$ cat config.mk
export PLATFORM = sky130hd
export DESIGN_NAME = sct_timer
export DESIGN_NICKNAME = d
export VERILOG_FILES = /design/src/sct_pkg.sv /design/src/sct_tick_if.sv /design/src/sct_clock_select.sv /design/src/sct_timer.sv
export SDC_FILE = /design/constraint.sdc
export NUM_CORES = 1
export LEC_CHECK = 0
export ABC_AREA = 1
export BUFFER_PORTS_ARGS = -buffer_cell sky130_fd_sc_hd__buf_2
export CAP_MARGIN = 25
export CORE_MARGIN = 3
export CORE_UTILIZATION = 35
export DETAILED_ROUTE_END_ITERATION = 16
export PLACE_DENSITY = 0.59
export SYNTH_ARGS = -nofsm -noshare
export SYNTH_HDL_FRONTEND = slang
export SYNTH_SLANG_ARGS = --single-unit
$ cat constraint.sdc
create_clock -name CORE_CLK -period 2.12 [get_ports CORE_CLK]
set_input_delay 0.424 -clock CORE_CLK [delete_from_list [all_inputs] [get_ports CORE_CLK]]
set_output_delay 0.424 -clock CORE_CLK [all_outputs]
set_load 0.02 [all_outputs]
$ cat src/sct_pkg.sv
// Shared constants for the six-channel PWM timer.
package sct_pkg;
  // Number of channels and register widths.
  localparam int          SCT_NCH       = 6;
  localparam int          SCT_CW        = 16;
  // Register byte offsets on the bus.
  localparam logic [11:0] SCT_TSC_OFF   = 12'h000;
  localparam logic [11:0] SCT_CNT_OFF   = 12'h004;
  localparam logic [11:0] SCT_MOD_OFF   = 12'h008;
  localparam logic [11:0] SCT_CSC_BASE  = 12'h010;
  localparam logic [11:0] SCT_CMP_BASE  = 12'h030;
  localparam logic [11:0] SCT_STRIDE    = 12'h004;
  // Timer status and control field positions.
  localparam int          SCT_TSC_TOF   = 7;
  localparam int          SCT_TSC_OVERFLOW_IRQ_ENABLE  = 6;
  localparam int          SCT_TSC_HALT  = 5;
  localparam int          SCT_TSC_TRST  = 4;
  // Channel status and control field positions.
  localparam int          SCT_CS_FLAG   = 7;
  localparam int          SCT_CS_IE     = 6;
  localparam int          SCT_CS_MSB    = 5;
  localparam int          SCT_CS_MSA    = 4;
  localparam int          SCT_CS_ELSB   = 3;
  localparam int          SCT_CS_ELSA   = 2;
  localparam int          SCT_CS_TOV    = 1;
  localparam int          SCT_CS_MAX    = 0;
  // Prescaler code that selects the external clock pin.
  localparam logic [2:0]  SCT_PS_EXT    = 3'h7;
  // Largest divider exponent, divide by 64.
  localparam logic [2:0]  SCT_PS_MAXDIV = 3'h6;
  // Reset values.
  localparam logic [15:0] SCT_MOD_RST   = 16'hFFFF;
  localparam logic [6:0]  SCT_CSC_RST   = 7'h00;
  localparam logic [2:0]  SCT_PS_RST    = 3'h0;
  // Edge and level codes.
  localparam logic [1:0]  SCT_ELS_OFF   = 2'h0;
  localparam logic [1:0]  SCT_ELS_RISE  = 2'h1;
  localparam logic [1:0]  SCT_ELS_FALL  = 2'h2;
  localparam logic [1:0]  SCT_ELS_TOG   = 2'h1;
  localparam logic [1:0]  SCT_ELS_CLR   = 2'h2;
  localparam logic [1:0]  SCT_ELS_SET   = 2'h3;
endpackage

$ cat src/sct_tick_if.sv
// Timer clock tick interface between the core and the clock selector.
`timescale 1ns/1ns
interface sct_tick_if;
  logic       halt;     // Counting is frozen while high.
  logic       clr;      // Clears the prescaler.
  logic [2:0] sel;      // Prescaler select code.
  logic       ext_pin;  // Raw external clock pin.
  logic       tick;     // One-cycle counter enable.
  modport sel_end  (input halt, input clr, input sel, input ext_pin,
                    output tick);
  modport core_end (output halt, output clr, output sel, output ext_pin,
                    input tick);
endinterface

$ cat src/sct_clock_select.sv
// Prescaler and external clock selector for the six-channel timer.
`timescale 1ns/1ns
module sct_clock_select
  import sct_pkg::*;
(
  input  wire logic CORE_CLK,
  input  wire logic RST_B,
  sct_tick_if.sel_end tk
);
  // Synchroniser stages and edge history for the external clock.
  logic       ext_meta_reg;
  logic       ext_sync_reg;
  logic       ext_last_reg;
  // Prescaler counter, held while the timer is halted.
  logic [5:0] pre_reg;
  logic [5:0] pre_next;
  logic [5:0] div_mask;
  logic       ext_rise;
  logic       int_hit;

  // The pin is asynchronous, so it passes two flip-flops first.
  always_ff @(posedge CORE_CLK or negedge RST_B) begin
    if (!RST_B) begin
      ext_meta_reg <= 1'b0;
      ext_sync_reg <= 1'b0;
      ext_last_reg <= 1'b0;
    end else begin
      ext_meta_reg <= tk.ext_pin;
      ext_sync_reg <= ext_meta_reg;
      ext_last_reg <= ext_sync_reg;
    end
  end

  // Divide-by-2^n: tick whenever the low n prescaler bits are all ones.
  assign div_mask = 6'h3F >> (SCT_PS_MAXDIV - tk.sel);
  assign int_hit  = (pre_reg & div_mask) == div_mask;
  assign ext_rise = ext_sync_reg & ~ext_last_reg;
  assign pre_next = tk.clr ? 6'h00 : (tk.halt ? pre_reg : pre_reg + 6'h01);

  // Prescaler advances only while the timer runs.
  always_ff @(posedge CORE_CLK or negedge RST_B) begin
    if (!RST_B) begin
      pre_reg <= 6'h00;
    end else begin
      pre_reg <= pre_next;
    end
  end

  assign tk.tick = ~tk.halt & ~tk.clr &
                   ((tk.sel == SCT_PS_EXT) ? ext_rise : int_hit);
endmodule

$ cat src/sct_timer.sv
// Six-channel PWM timer core with AHB-Lite register access.
`timescale 1ns/1ns
module sct_timer
  import sct_pkg::*;
#(
  parameter int NCH = SCT_NCH,
  parameter int CW  = SCT_CW
) (
  input  wire logic          CORE_CLK,
  input  wire logic          RST_B,
  input  wire logic          HSEL,
  input  wire logic [31:0]   HADDR,
  input  wire logic [1:0]    HTRANS,
  input  wire logic          HWRITE,
  input  wire logic [2:0]    HSIZE,
  input  wire logic [31:0]   HWDATA,
  input  wire logic          HREADY,
  output logic      [31:0]   HRDATA,
  output logic               HREADYOUT,
  output logic               HRESP,
  input  wire logic          WAIT_MODE,
  input  wire logic          STOP_MODE,
  input  wire logic          BREAK_STATE,
  input  wire logic          BREAK_CLEAR_ENABLE,
  input  wire logic          EXT_CLK_PIN,
  output logic               EXT_CLK_FORCE_INPUT,
  input  wire logic [NCH-1:0] CH_PIN_IN,
  output logic      [NCH-1:0] CH_PIN_OUT,
  output logic      [NCH-1:0] CH_PIN_OE,
  output logic               TIMER_IRQ,
  output logic               WAKE_REQ
);
  localparam int NP = NCH / 2;  // Number of linkable pairs.

  // Steps a two-step clearable flag; returns {flag, armed}.
  // A new event wins over the clear and disarms the sequence.
  function automatic logic [1:0] flag_step(input logic flag,
                                           input logic arm,
                                           input logic set,
                                           input logic rd,
                                           input logic wr0,
                                           input logic ok);
    logic [1:0] r;
    r = {flag, arm};
    if (set) begin
      r = 2'b10;
    end else if (arm && wr0 && ok) begin
      r = 2'b00;
    end else if (rd && ok) begin
      r = {flag, 1'b1};
    end
    return r;
  endfunction

  // Byte address of a per-channel register.
  function automatic logic [11:0] ch_addr(input logic [11:0] base,
                                          input int idx);
    return base + SCT_STRIDE * 12'(idx);
  endfunction

  // Timer status and control state.
  logic              tof_reg;        // Overflow flag.
  logic              tof_arm_reg;    // Overflow flag read while set.
  logic              overflow_irq_enable_reg;       // Overflow request enable.
  logic              halt_reg;       // Counter halt bit.
  logic [2:0]        ps_reg;         // Prescaler select.
  logic [CW-1:0]     cnt_reg;        // Counter.
  logic [CW-1:0]     mod_reg;        // Modulo value.
  // Channel state.
  logic [6:0]        ctl_reg [NCH];  // Channel control without the flag.
  logic [CW-1:0]     cmp_reg [NCH];  // Compare or capture values.
  logic [NCH-1:0]    chf_reg;        // Channel flags.
  logic [NCH-1:0]    chf_arm_reg;    // Channel flags read while set.
  logic [NCH-1:0]    out_reg;        // Channel pin levels.
  // Pair buffering state.
  logic [NP-1:0]     sel_reg;        // Odd member currently governs.
  logic [NP-1:0]     pend_reg;       // Odd member written last.
  logic [NP-1:0]     pend_next;
  logic [NP-1:0]     linked;
  // Pin synchronisers.
  logic [NCH-1:0]    pin_meta_reg;
  logic [NCH-1:0]    pin_sync_reg;
  logic [NCH-1:0]    pin_last_reg;
  // Bus data phase and request.
  logic              wr_pend_reg;
  logic [11:0]       wr_addr_reg;
  logic [31:0]       hrdata_reg;
  logic              irq_reg;

  sct_tick_if tk();

  // Address phase qualification; in wait the bus sees an empty map.
  logic        acc;
  logic        acc_rd;
  logic [11:0] a_addr;
  logic        flag_ok;
  assign acc     = HSEL & HTRANS[1] & HREADY & ~WAIT_MODE;
  assign acc_rd  = acc & ~HWRITE;
  assign a_addr  = HADDR[11:0];
  assign flag_ok = ~BREAK_STATE | BREAK_CLEAR_ENABLE;

  // Write decode in the data phase.
  logic wr_tsc;
  logic wr_mod;
  logic trst;
  assign wr_tsc = wr_pend_reg & (wr_addr_reg == SCT_TSC_OFF);
  assign wr_mod = wr_pend_reg & (wr_addr_reg == SCT_MOD_OFF);
  assign trst   = wr_tsc & HWDATA[SCT_TSC_TRST];

  // Clock selection and counter tick.
  // stop freezes counting.
  assign tk.halt    = halt_reg | STOP_MODE | BREAK_STATE;
  assign tk.clr     = trst;
  assign tk.sel     = ps_reg;
  assign tk.ext_pin = EXT_CLK_PIN;

  sct_clock_select u_clk (
    .CORE_CLK (CORE_CLK),
    .RST_B    (RST_B),
    .tk       (tk)
  );

  logic ovf;
  assign ovf = tk.tick & (cnt_reg == mod_reg);

  // Per-channel wires.
  logic [NCH-1:0] dis;       // Odd member of a linked pair.
  logic [NCH-1:0] oc_mode;   // Output compare or PWM.
  logic [NCH-1:0] cap_mode;  // Input capture.
  logic [NCH-1:0] match;
  logic [NCH-1:0] cap_ev;
  logic [NCH-1:0] wr_csc;
  logic [NCH-1:0] wr_cmp;
  logic [NCH-1:0] rd_set;
  logic [NCH-1:0] pin_rise;
  logic [NCH-1:0] pin_fall;
  logic [31:0]    rd_ch [NCH];
  logic [CW-1:0]  cmp_val [NCH];

  assign pin_rise = pin_sync_reg & ~pin_last_reg;
  assign pin_fall = ~pin_sync_reg & pin_last_reg;

  for (genvar p = 0; p < NP; p++) begin : g_pair
    assign linked[p]    = ctl_reg[2*p][SCT_CS_MSB];
    assign pend_next[p] = ~linked[p] ? 1'b0 :
                          wr_cmp[2*p+1] ? 1'b1 :
                          wr_cmp[2*p] ? 1'b0 : pend_reg[p];
  end

  for (genvar i = 0; i < NCH; i++) begin : g_ch
    logic [1:0] els;
    assign els       = ctl_reg[i][SCT_CS_ELSB:SCT_CS_ELSA];
    assign dis[i]    = (i % 2 == 1) ? linked[i/2] : 1'b0;
    assign oc_mode[i] = ~dis[i] & (els != SCT_ELS_OFF) &
                        (ctl_reg[i][SCT_CS_MSB] | ctl_reg[i][SCT_CS_MSA]);
    assign cap_mode[i] = ~dis[i] & (els != SCT_ELS_OFF) &
                         ~ctl_reg[i][SCT_CS_MSB] & ~ctl_reg[i][SCT_CS_MSA];
    if (i % 2 == 0) begin : g_even
      assign cmp_val[i] = (linked[i/2] & sel_reg[i/2]) ? cmp_reg[i+1]
                                                        : cmp_reg[i];
    end else begin : g_odd
      assign cmp_val[i] = cmp_reg[i];
    end
    assign match[i]  = tk.tick & oc_mode[i] & (cnt_reg == cmp_val[i]);
    assign cap_ev[i] = cap_mode[i] & ~halt_reg & ~STOP_MODE & ~BREAK_STATE &
                       ((els[0] & pin_rise[i]) | (els[1] & pin_fall[i]));
    assign wr_csc[i] = wr_pend_reg & ~dis[i] &
                       (wr_addr_reg == ch_addr(SCT_CSC_BASE, i));
    assign wr_cmp[i] = wr_pend_reg & (wr_addr_reg == ch_addr(SCT_CMP_BASE, i));
    assign rd_set[i] = acc_rd & chf_reg[i] & ~dis[i] &
                       (a_addr == ch_addr(SCT_CSC_BASE, i));
    // A linked odd status register reads as zero.
    assign rd_ch[i]  =
      ((a_addr == ch_addr(SCT_CSC_BASE, i)) && !dis[i]) ?
        {24'h00_0000, chf_reg[i], ctl_reg[i]} :
      (a_addr == ch_addr(SCT_CMP_BASE, i)) ?
        {16'h0000, cmp_reg[i]} : 32'h0000_0000;

    // Pin output; overflow action takes priority over a same-tick compare.
    always_ff @(posedge CORE_CLK or negedge RST_B) begin
      if (!RST_B) begin
        out_reg[i] <= 1'b0;
      end else if (!oc_mode[i]) begin
        out_reg[i] <= out_reg[i];
      end else if (ovf && ctl_reg[i][SCT_CS_TOV]) begin
        if (ctl_reg[i][SCT_CS_MAX]) begin
          out_reg[i] <= ~els[0];
        end else begin
          out_reg[i] <= ~out_reg[i];
        end
      end else if (match[i] && !ctl_reg[i][SCT_CS_MAX]) begin
        case (els)
          SCT_ELS_CLR: out_reg[i] <= 1'b0;
          SCT_ELS_SET: out_reg[i] <= 1'b1;
          default:     out_reg[i] <= ~out_reg[i];
        endcase
      end
    end

    // Compare values: written by software, loaded on capture.
    always_ff @(posedge CORE_CLK or negedge RST_B) begin
      if (!RST_B) begin
        cmp_reg[i] <= '0;
      end else if (cap_ev[i]) begin
        cmp_reg[i] <= cnt_reg;
      end else if (wr_cmp[i]) begin
        cmp_reg[i] <= HWDATA[CW-1:0];
      end
    end

    // Channel control; the buffered bit exists on even channels only.
    always_ff @(posedge CORE_CLK or negedge RST_B) begin
      if (!RST_B) begin
        ctl_reg[i] <= SCT_CSC_RST;
      end else if (wr_csc[i]) begin
        ctl_reg[i] <= HWDATA[6:0] &
                      ((i % 2 == 1) ? 7'h5F : 7'h7F);
      end
    end

    always_ff @(posedge CORE_CLK or negedge RST_B) begin
      if (!RST_B) begin
        {chf_reg[i], chf_arm_reg[i]} <= 2'b00;
      end else begin
        {chf_reg[i], chf_arm_reg[i]} <=
          flag_step(chf_reg[i], chf_arm_reg[i], match[i] | cap_ev[i],
                    rd_set[i], wr_csc[i] & ~HWDATA[SCT_CS_FLAG], flag_ok);
      end
    end
  end

  assign CH_PIN_OUT = out_reg & ~dis;
  assign CH_PIN_OE  = oc_mode;

  // Pair selection updates at overflow to the member written last.
  always_ff @(posedge CORE_CLK or negedge RST_B) begin
    if (!RST_B) begin
      pend_reg <= '0;
      sel_reg  <= '0;
    end else begin
      pend_reg <= pend_next;
      sel_reg  <= linked & (ovf ? pend_next : sel_reg);
    end
  end

  // Counter; reset bit clears it even while halted.
  always_ff @(posedge CORE_CLK or negedge RST_B) begin
    if (!RST_B) begin
      cnt_reg <= '0;
    end else if (trst) begin
      cnt_reg <= '0;
    end else if (ovf) begin
      cnt_reg <= '0;
    end else if (tk.tick) begin
      cnt_reg <= cnt_reg + CW'(1);
    end
  end

  // Timer control fields and modulo.
  always_ff @(posedge CORE_CLK or negedge RST_B) begin
    if (!RST_B) begin
      overflow_irq_enable_reg <= 1'b0;
      halt_reg <= 1'b1;
      ps_reg   <= SCT_PS_RST;
      mod_reg  <= SCT_MOD_RST;
    end else begin
      if (wr_tsc) begin
        overflow_irq_enable_reg <= HWDATA[SCT_TSC_OVERFLOW_IRQ_ENABLE];
        halt_reg <= HWDATA[SCT_TSC_HALT];
        ps_reg   <= HWDATA[2:0];
      end
      if (wr_mod) begin
        mod_reg <= HWDATA[CW-1:0];
      end
    end
  end

  always_ff @(posedge CORE_CLK or negedge RST_B) begin
    if (!RST_B) begin
      {tof_reg, tof_arm_reg} <= 2'b00;
    end else begin
      {tof_reg, tof_arm_reg} <=
        flag_step(tof_reg, tof_arm_reg, ovf,
                  acc_rd & tof_reg & (a_addr == SCT_TSC_OFF),
                  wr_tsc & ~HWDATA[SCT_TSC_TOF], flag_ok);
    end
  end

  // Read data, registered in the address phase for the data phase.
  logic [31:0] rd_word;
  always_comb begin
    rd_word = 32'h0000_0000;
    if (a_addr == SCT_TSC_OFF) begin
      rd_word = {24'h00_0000, tof_reg, overflow_irq_enable_reg, halt_reg, 2'b00, ps_reg};
    end else if (a_addr == SCT_CNT_OFF) begin
      rd_word = {16'h0000, cnt_reg};
    end else if (a_addr == SCT_MOD_OFF) begin
      rd_word = {16'h0000, mod_reg};
    end
    for (int k = 0; k < NCH; k++) begin
      rd_word = rd_word | rd_ch[k];
    end
  end

  // Bus phases, request and pin sampling.
  always_ff @(posedge CORE_CLK or negedge RST_B) begin
    if (!RST_B) begin
      wr_pend_reg  <= 1'b0;
      wr_addr_reg  <= 12'h000;
      hrdata_reg   <= 32'h0000_0000;
      irq_reg      <= 1'b0;
      pin_meta_reg <= '0;
      pin_sync_reg <= '0;
      pin_last_reg <= '0;
    end else begin
      wr_pend_reg  <= acc & HWRITE;
      wr_addr_reg  <= a_addr;
      hrdata_reg   <= acc_rd ? rd_word : 32'h0000_0000;
      irq_reg      <= (tof_reg & overflow_irq_enable_reg) |
                      (|(chf_reg & ~dis & {ctl_reg[5][SCT_CS_IE],
                        ctl_reg[4][SCT_CS_IE], ctl_reg[3][SCT_CS_IE],
                        ctl_reg[2][SCT_CS_IE], ctl_reg[1][SCT_CS_IE],
                        ctl_reg[0][SCT_CS_IE]}));
      pin_meta_reg <= CH_PIN_IN;
      pin_sync_reg <= pin_meta_reg;
      pin_last_reg <= pin_sync_reg;
    end
  end

  assign HRDATA    = hrdata_reg;
  assign HREADYOUT = 1'b1;
  assign HRESP     = 1'b0;
  assign TIMER_IRQ = irq_reg;
  assign WAKE_REQ  = irq_reg & WAIT_MODE;
  assign EXT_CLK_FORCE_INPUT = (ps_reg == SCT_PS_EXT);
endmodule

==> run summary <==
status: complete, but fails checks
violated checks: setup timing
commonest non-fill, non-tap cell in the layout: nand2_1
Core Region: 43600 µm²
Filler cells: 4472
pre-CTS setup slack: -151 ps
register area share after synthesis: 41.0%
post-route ant nets: 0
fin worst setup slack: -11.1 ps
maximum VDD drop: 657 µV
maxcap violations: 0
Async SR Flop Fraction: 100%
crit path time final: 2130 ps
CP max FO: 11
Slew @ Worst Pin: 615 ps
Iter 0 DRT Violations: 1564
sw frac: 25.0%
TritonCTS buffer count: 31
Finished Layout Cells: 3059
Cell Area, Synth: 15600 µm²
Initial Util: 35.9%
WP data required: 2600 ps
max reg flops: 96
RSZ-0062 raised after global routing: yes
Clk pwr share: 49.8%
Switch Pwr: 0.00287 W
drt pass-1 iters: 6
Leakage: 10.0 nW
layout cells sized above 1: 23.0%
first-pass GRT wire length: 100000 µm
worst skew pair latency: 590 ps
Port-buffer cells: 75
Vias: 16600
element type at the critical path end: flip-flop
R2R Path Start: cnt_reg[12]$_DFFE_PN0P_
Final Hold Slack: 36.3 ps
wire per inst: 22.3 µm
Max H-tree Level: 1
Top Ports: 134
die width: 217 µm
type of the worst setup path: flip-flop to flip-flop
Avg Inst Size Synth: 7.24 µm²
Core Util, Final: 46.5%
Cell variety after synth: 58
ys flop type: dfrtp_1
clock-pin slew on the worst setup and hold paths: 60 ps
antenna diode count: 0
Worst Setup Start Kind: flip-flop
Post-synth EDFFs: 0
via count of the first global-routing pass: 15800
Detailed Place HPWL: 52800 µm
synthesis-stage register bit count: 255
Warnings, synthesis: 0
row cnt: 76
Critical Path AT: 2610 ps
largest net degree at the start of global routing: 60
Final setup viols: 3
Slew HR: 58.9%
combinational power share: 6.3%
placed insts: 2956
most frequent cells in the layout: nand2_1, buf_4, dfrtp_1, nand3_1, o21ai_0
clk root buf: clkbuf_16
CTS tree: built
Die Area: 47200 µm²
All-Layer GR Usage: 28.1%
vias per cell: 5.42
Critical Path Source: cnt_reg[12]$_DFFE_PN0P_
Fin. Hold Viols: 0
internal power: 0.00863 W
DRC: 0
clock sinks: 255
routability cong.: 0.992
Layout area overhead: 29.5%
final setup TNS: -24.4 ps
Min-Delay Path Class: input port to flip-flop
Hold Startpoint: HADDR[3]
nets: 2540
share of power burned in registers: 43.8%
skew final: 13.4 ps
Post-Route WL: 68100 µm
f_max: 469 MHz
Remaining Overflow, GRT: 0
die span in y: 217 µm
Final period util: 101%
Pwr Density: 568 nW/µm²
Pins Over Slew Limit: 0
Bufs on Longest Clock Path: 3
initial antenna violation count: 0
Syn Inst Count: 2158
-- power by group through the flow --
| stage | combinational [W] | clock, W | sequential (W) |
|---|---|---|---|
| detailed placement | 0.000686 | 0 | 0.00512 |
| floorplan | 0.000353 | 0 | 0.00510 |
| finish | 0.000729 | 0.00573 | 0.00504 |
| CTS | 0.000716 | 0.00582 | 0.00504 |
| global placement | 0.000674 | 0 | 0.00512 |
| global route | 0.000807 | 0.00601 | 0.00505 |
-- final cells by class --
cell class / instances / area [µm²] / area share, %
Sequential cell: 255 / 6410 / 31.7
Inverter: 211 / 823 / 4.07
Tap cell: 585 / 732 / 3.62
Multi-Input combinational cell: 1586 / 8140 / 40.2
Clock inverter: 10 / 171 / 0.847
Timing Repair Buffer: 364 / 3040 / 15.0
Clock buffer: 48 / 910 / 4.50
-- synth_stat cells (29+ instances only) --
library cell | number | area [µm²]
nand2_1 | 593 | 2230
dfrtp_1 | 238 | 5960
nand3_1 | 204 | 1020
o21ai_0 | 189 | 946
nor2_1 | 186 | 698
inv_1 | 185 | 694
a21oi_1 | 54 | 270
buf_2 | 45 | 225
nand4_1 | 45 | 282
buf_4 | 36 | 270
o22ai_1 | 34 | 213
clkbuf_1 | 31 | 116
o211ai_1 | 29 | 218
-- timing repair --
action,CTS,global route
resized for setup,50,94
setup endpoints to repair,32,69
hold buffers,19,0
pin swaps,4,34
endpoints found under the hold margin,44,0
cloned,0,1
buffers inserted,16,11
-- stage by stage --
step | cell area [µm²] | power [W]
final | 20200 | 0.0115
after global routing | 20200 | 0.0119
after CTS | 19800 | 0.0116
after detailed placement | 18200 | 0.00581
after global placement | 18200 | 0.00580
after floorplan | 15700 | 0.00545
-- layer usage --
metal | share of wire (%) | up-vias | global-route usage, %
met4 | 5.4 | 0 | 12.3
li1 | - | 7736 | -
met3 | 6.4 | 151 | 3.69
met1 | 42 | 7965 | 37.3
met2 | 46 | 719 | 46.3
met5 | 0 | - | 0
-- cell families (layout without fill, tap and decap cells) --
| group | Yosys count | after routing | share of synthesized area, % |
|---|---|---|---|
| DFF | 255 | 255 | 41.0 |
| AOI/OAI and AO/OA | 394 | 394 | 14.8 |
| adders and majority gates | 6 | 6 | 0.480 |
| and+or+nand+nor | 1131 | 1131 | 31.9 |
| other | 2 | 18 | 0.0481 |
| xor gates and xnor gates | 37 | 37 | 2.07 |
| buffers and inverters | 333 | 633 | 9.72 |
-- critical path, cell delays in order (launching register included) --
cell     delay, ps
dfrtp_1        400
buf_12         160
xnor2_1        150
nand2_1         90
nor2_1         190
nand2_1        180
nor2_4         140
buf_12         150
buf_12         130
nand3_1        120
nand2_1         90
o21ai_1         80
nand3_1         80
nand2_1         50
-- path summary, 6_finish.rpt --
path	depth (start not counted)	slack (ps)	endpoint
setup / recovery	13	-10	out_reg[1]$_DFFE_PN0P_
hold / removal	1	40	wr_addr_reg[3]$_DFF_PN0_
setup reg to reg	13	-10	out_reg[1]$_DFFE_PN0P_
hold reg to reg	0	350	u_clk.ext_sync_reg$_DFF_PN0_
max in group asynchronous	3	1050	mod_reg[8]$_DFFE_PN1P_
min in group asynchronous	2	330	HRDATA[9]$_DFF_PN0_
Note: power is estimated with default switching activity, not from simulation.
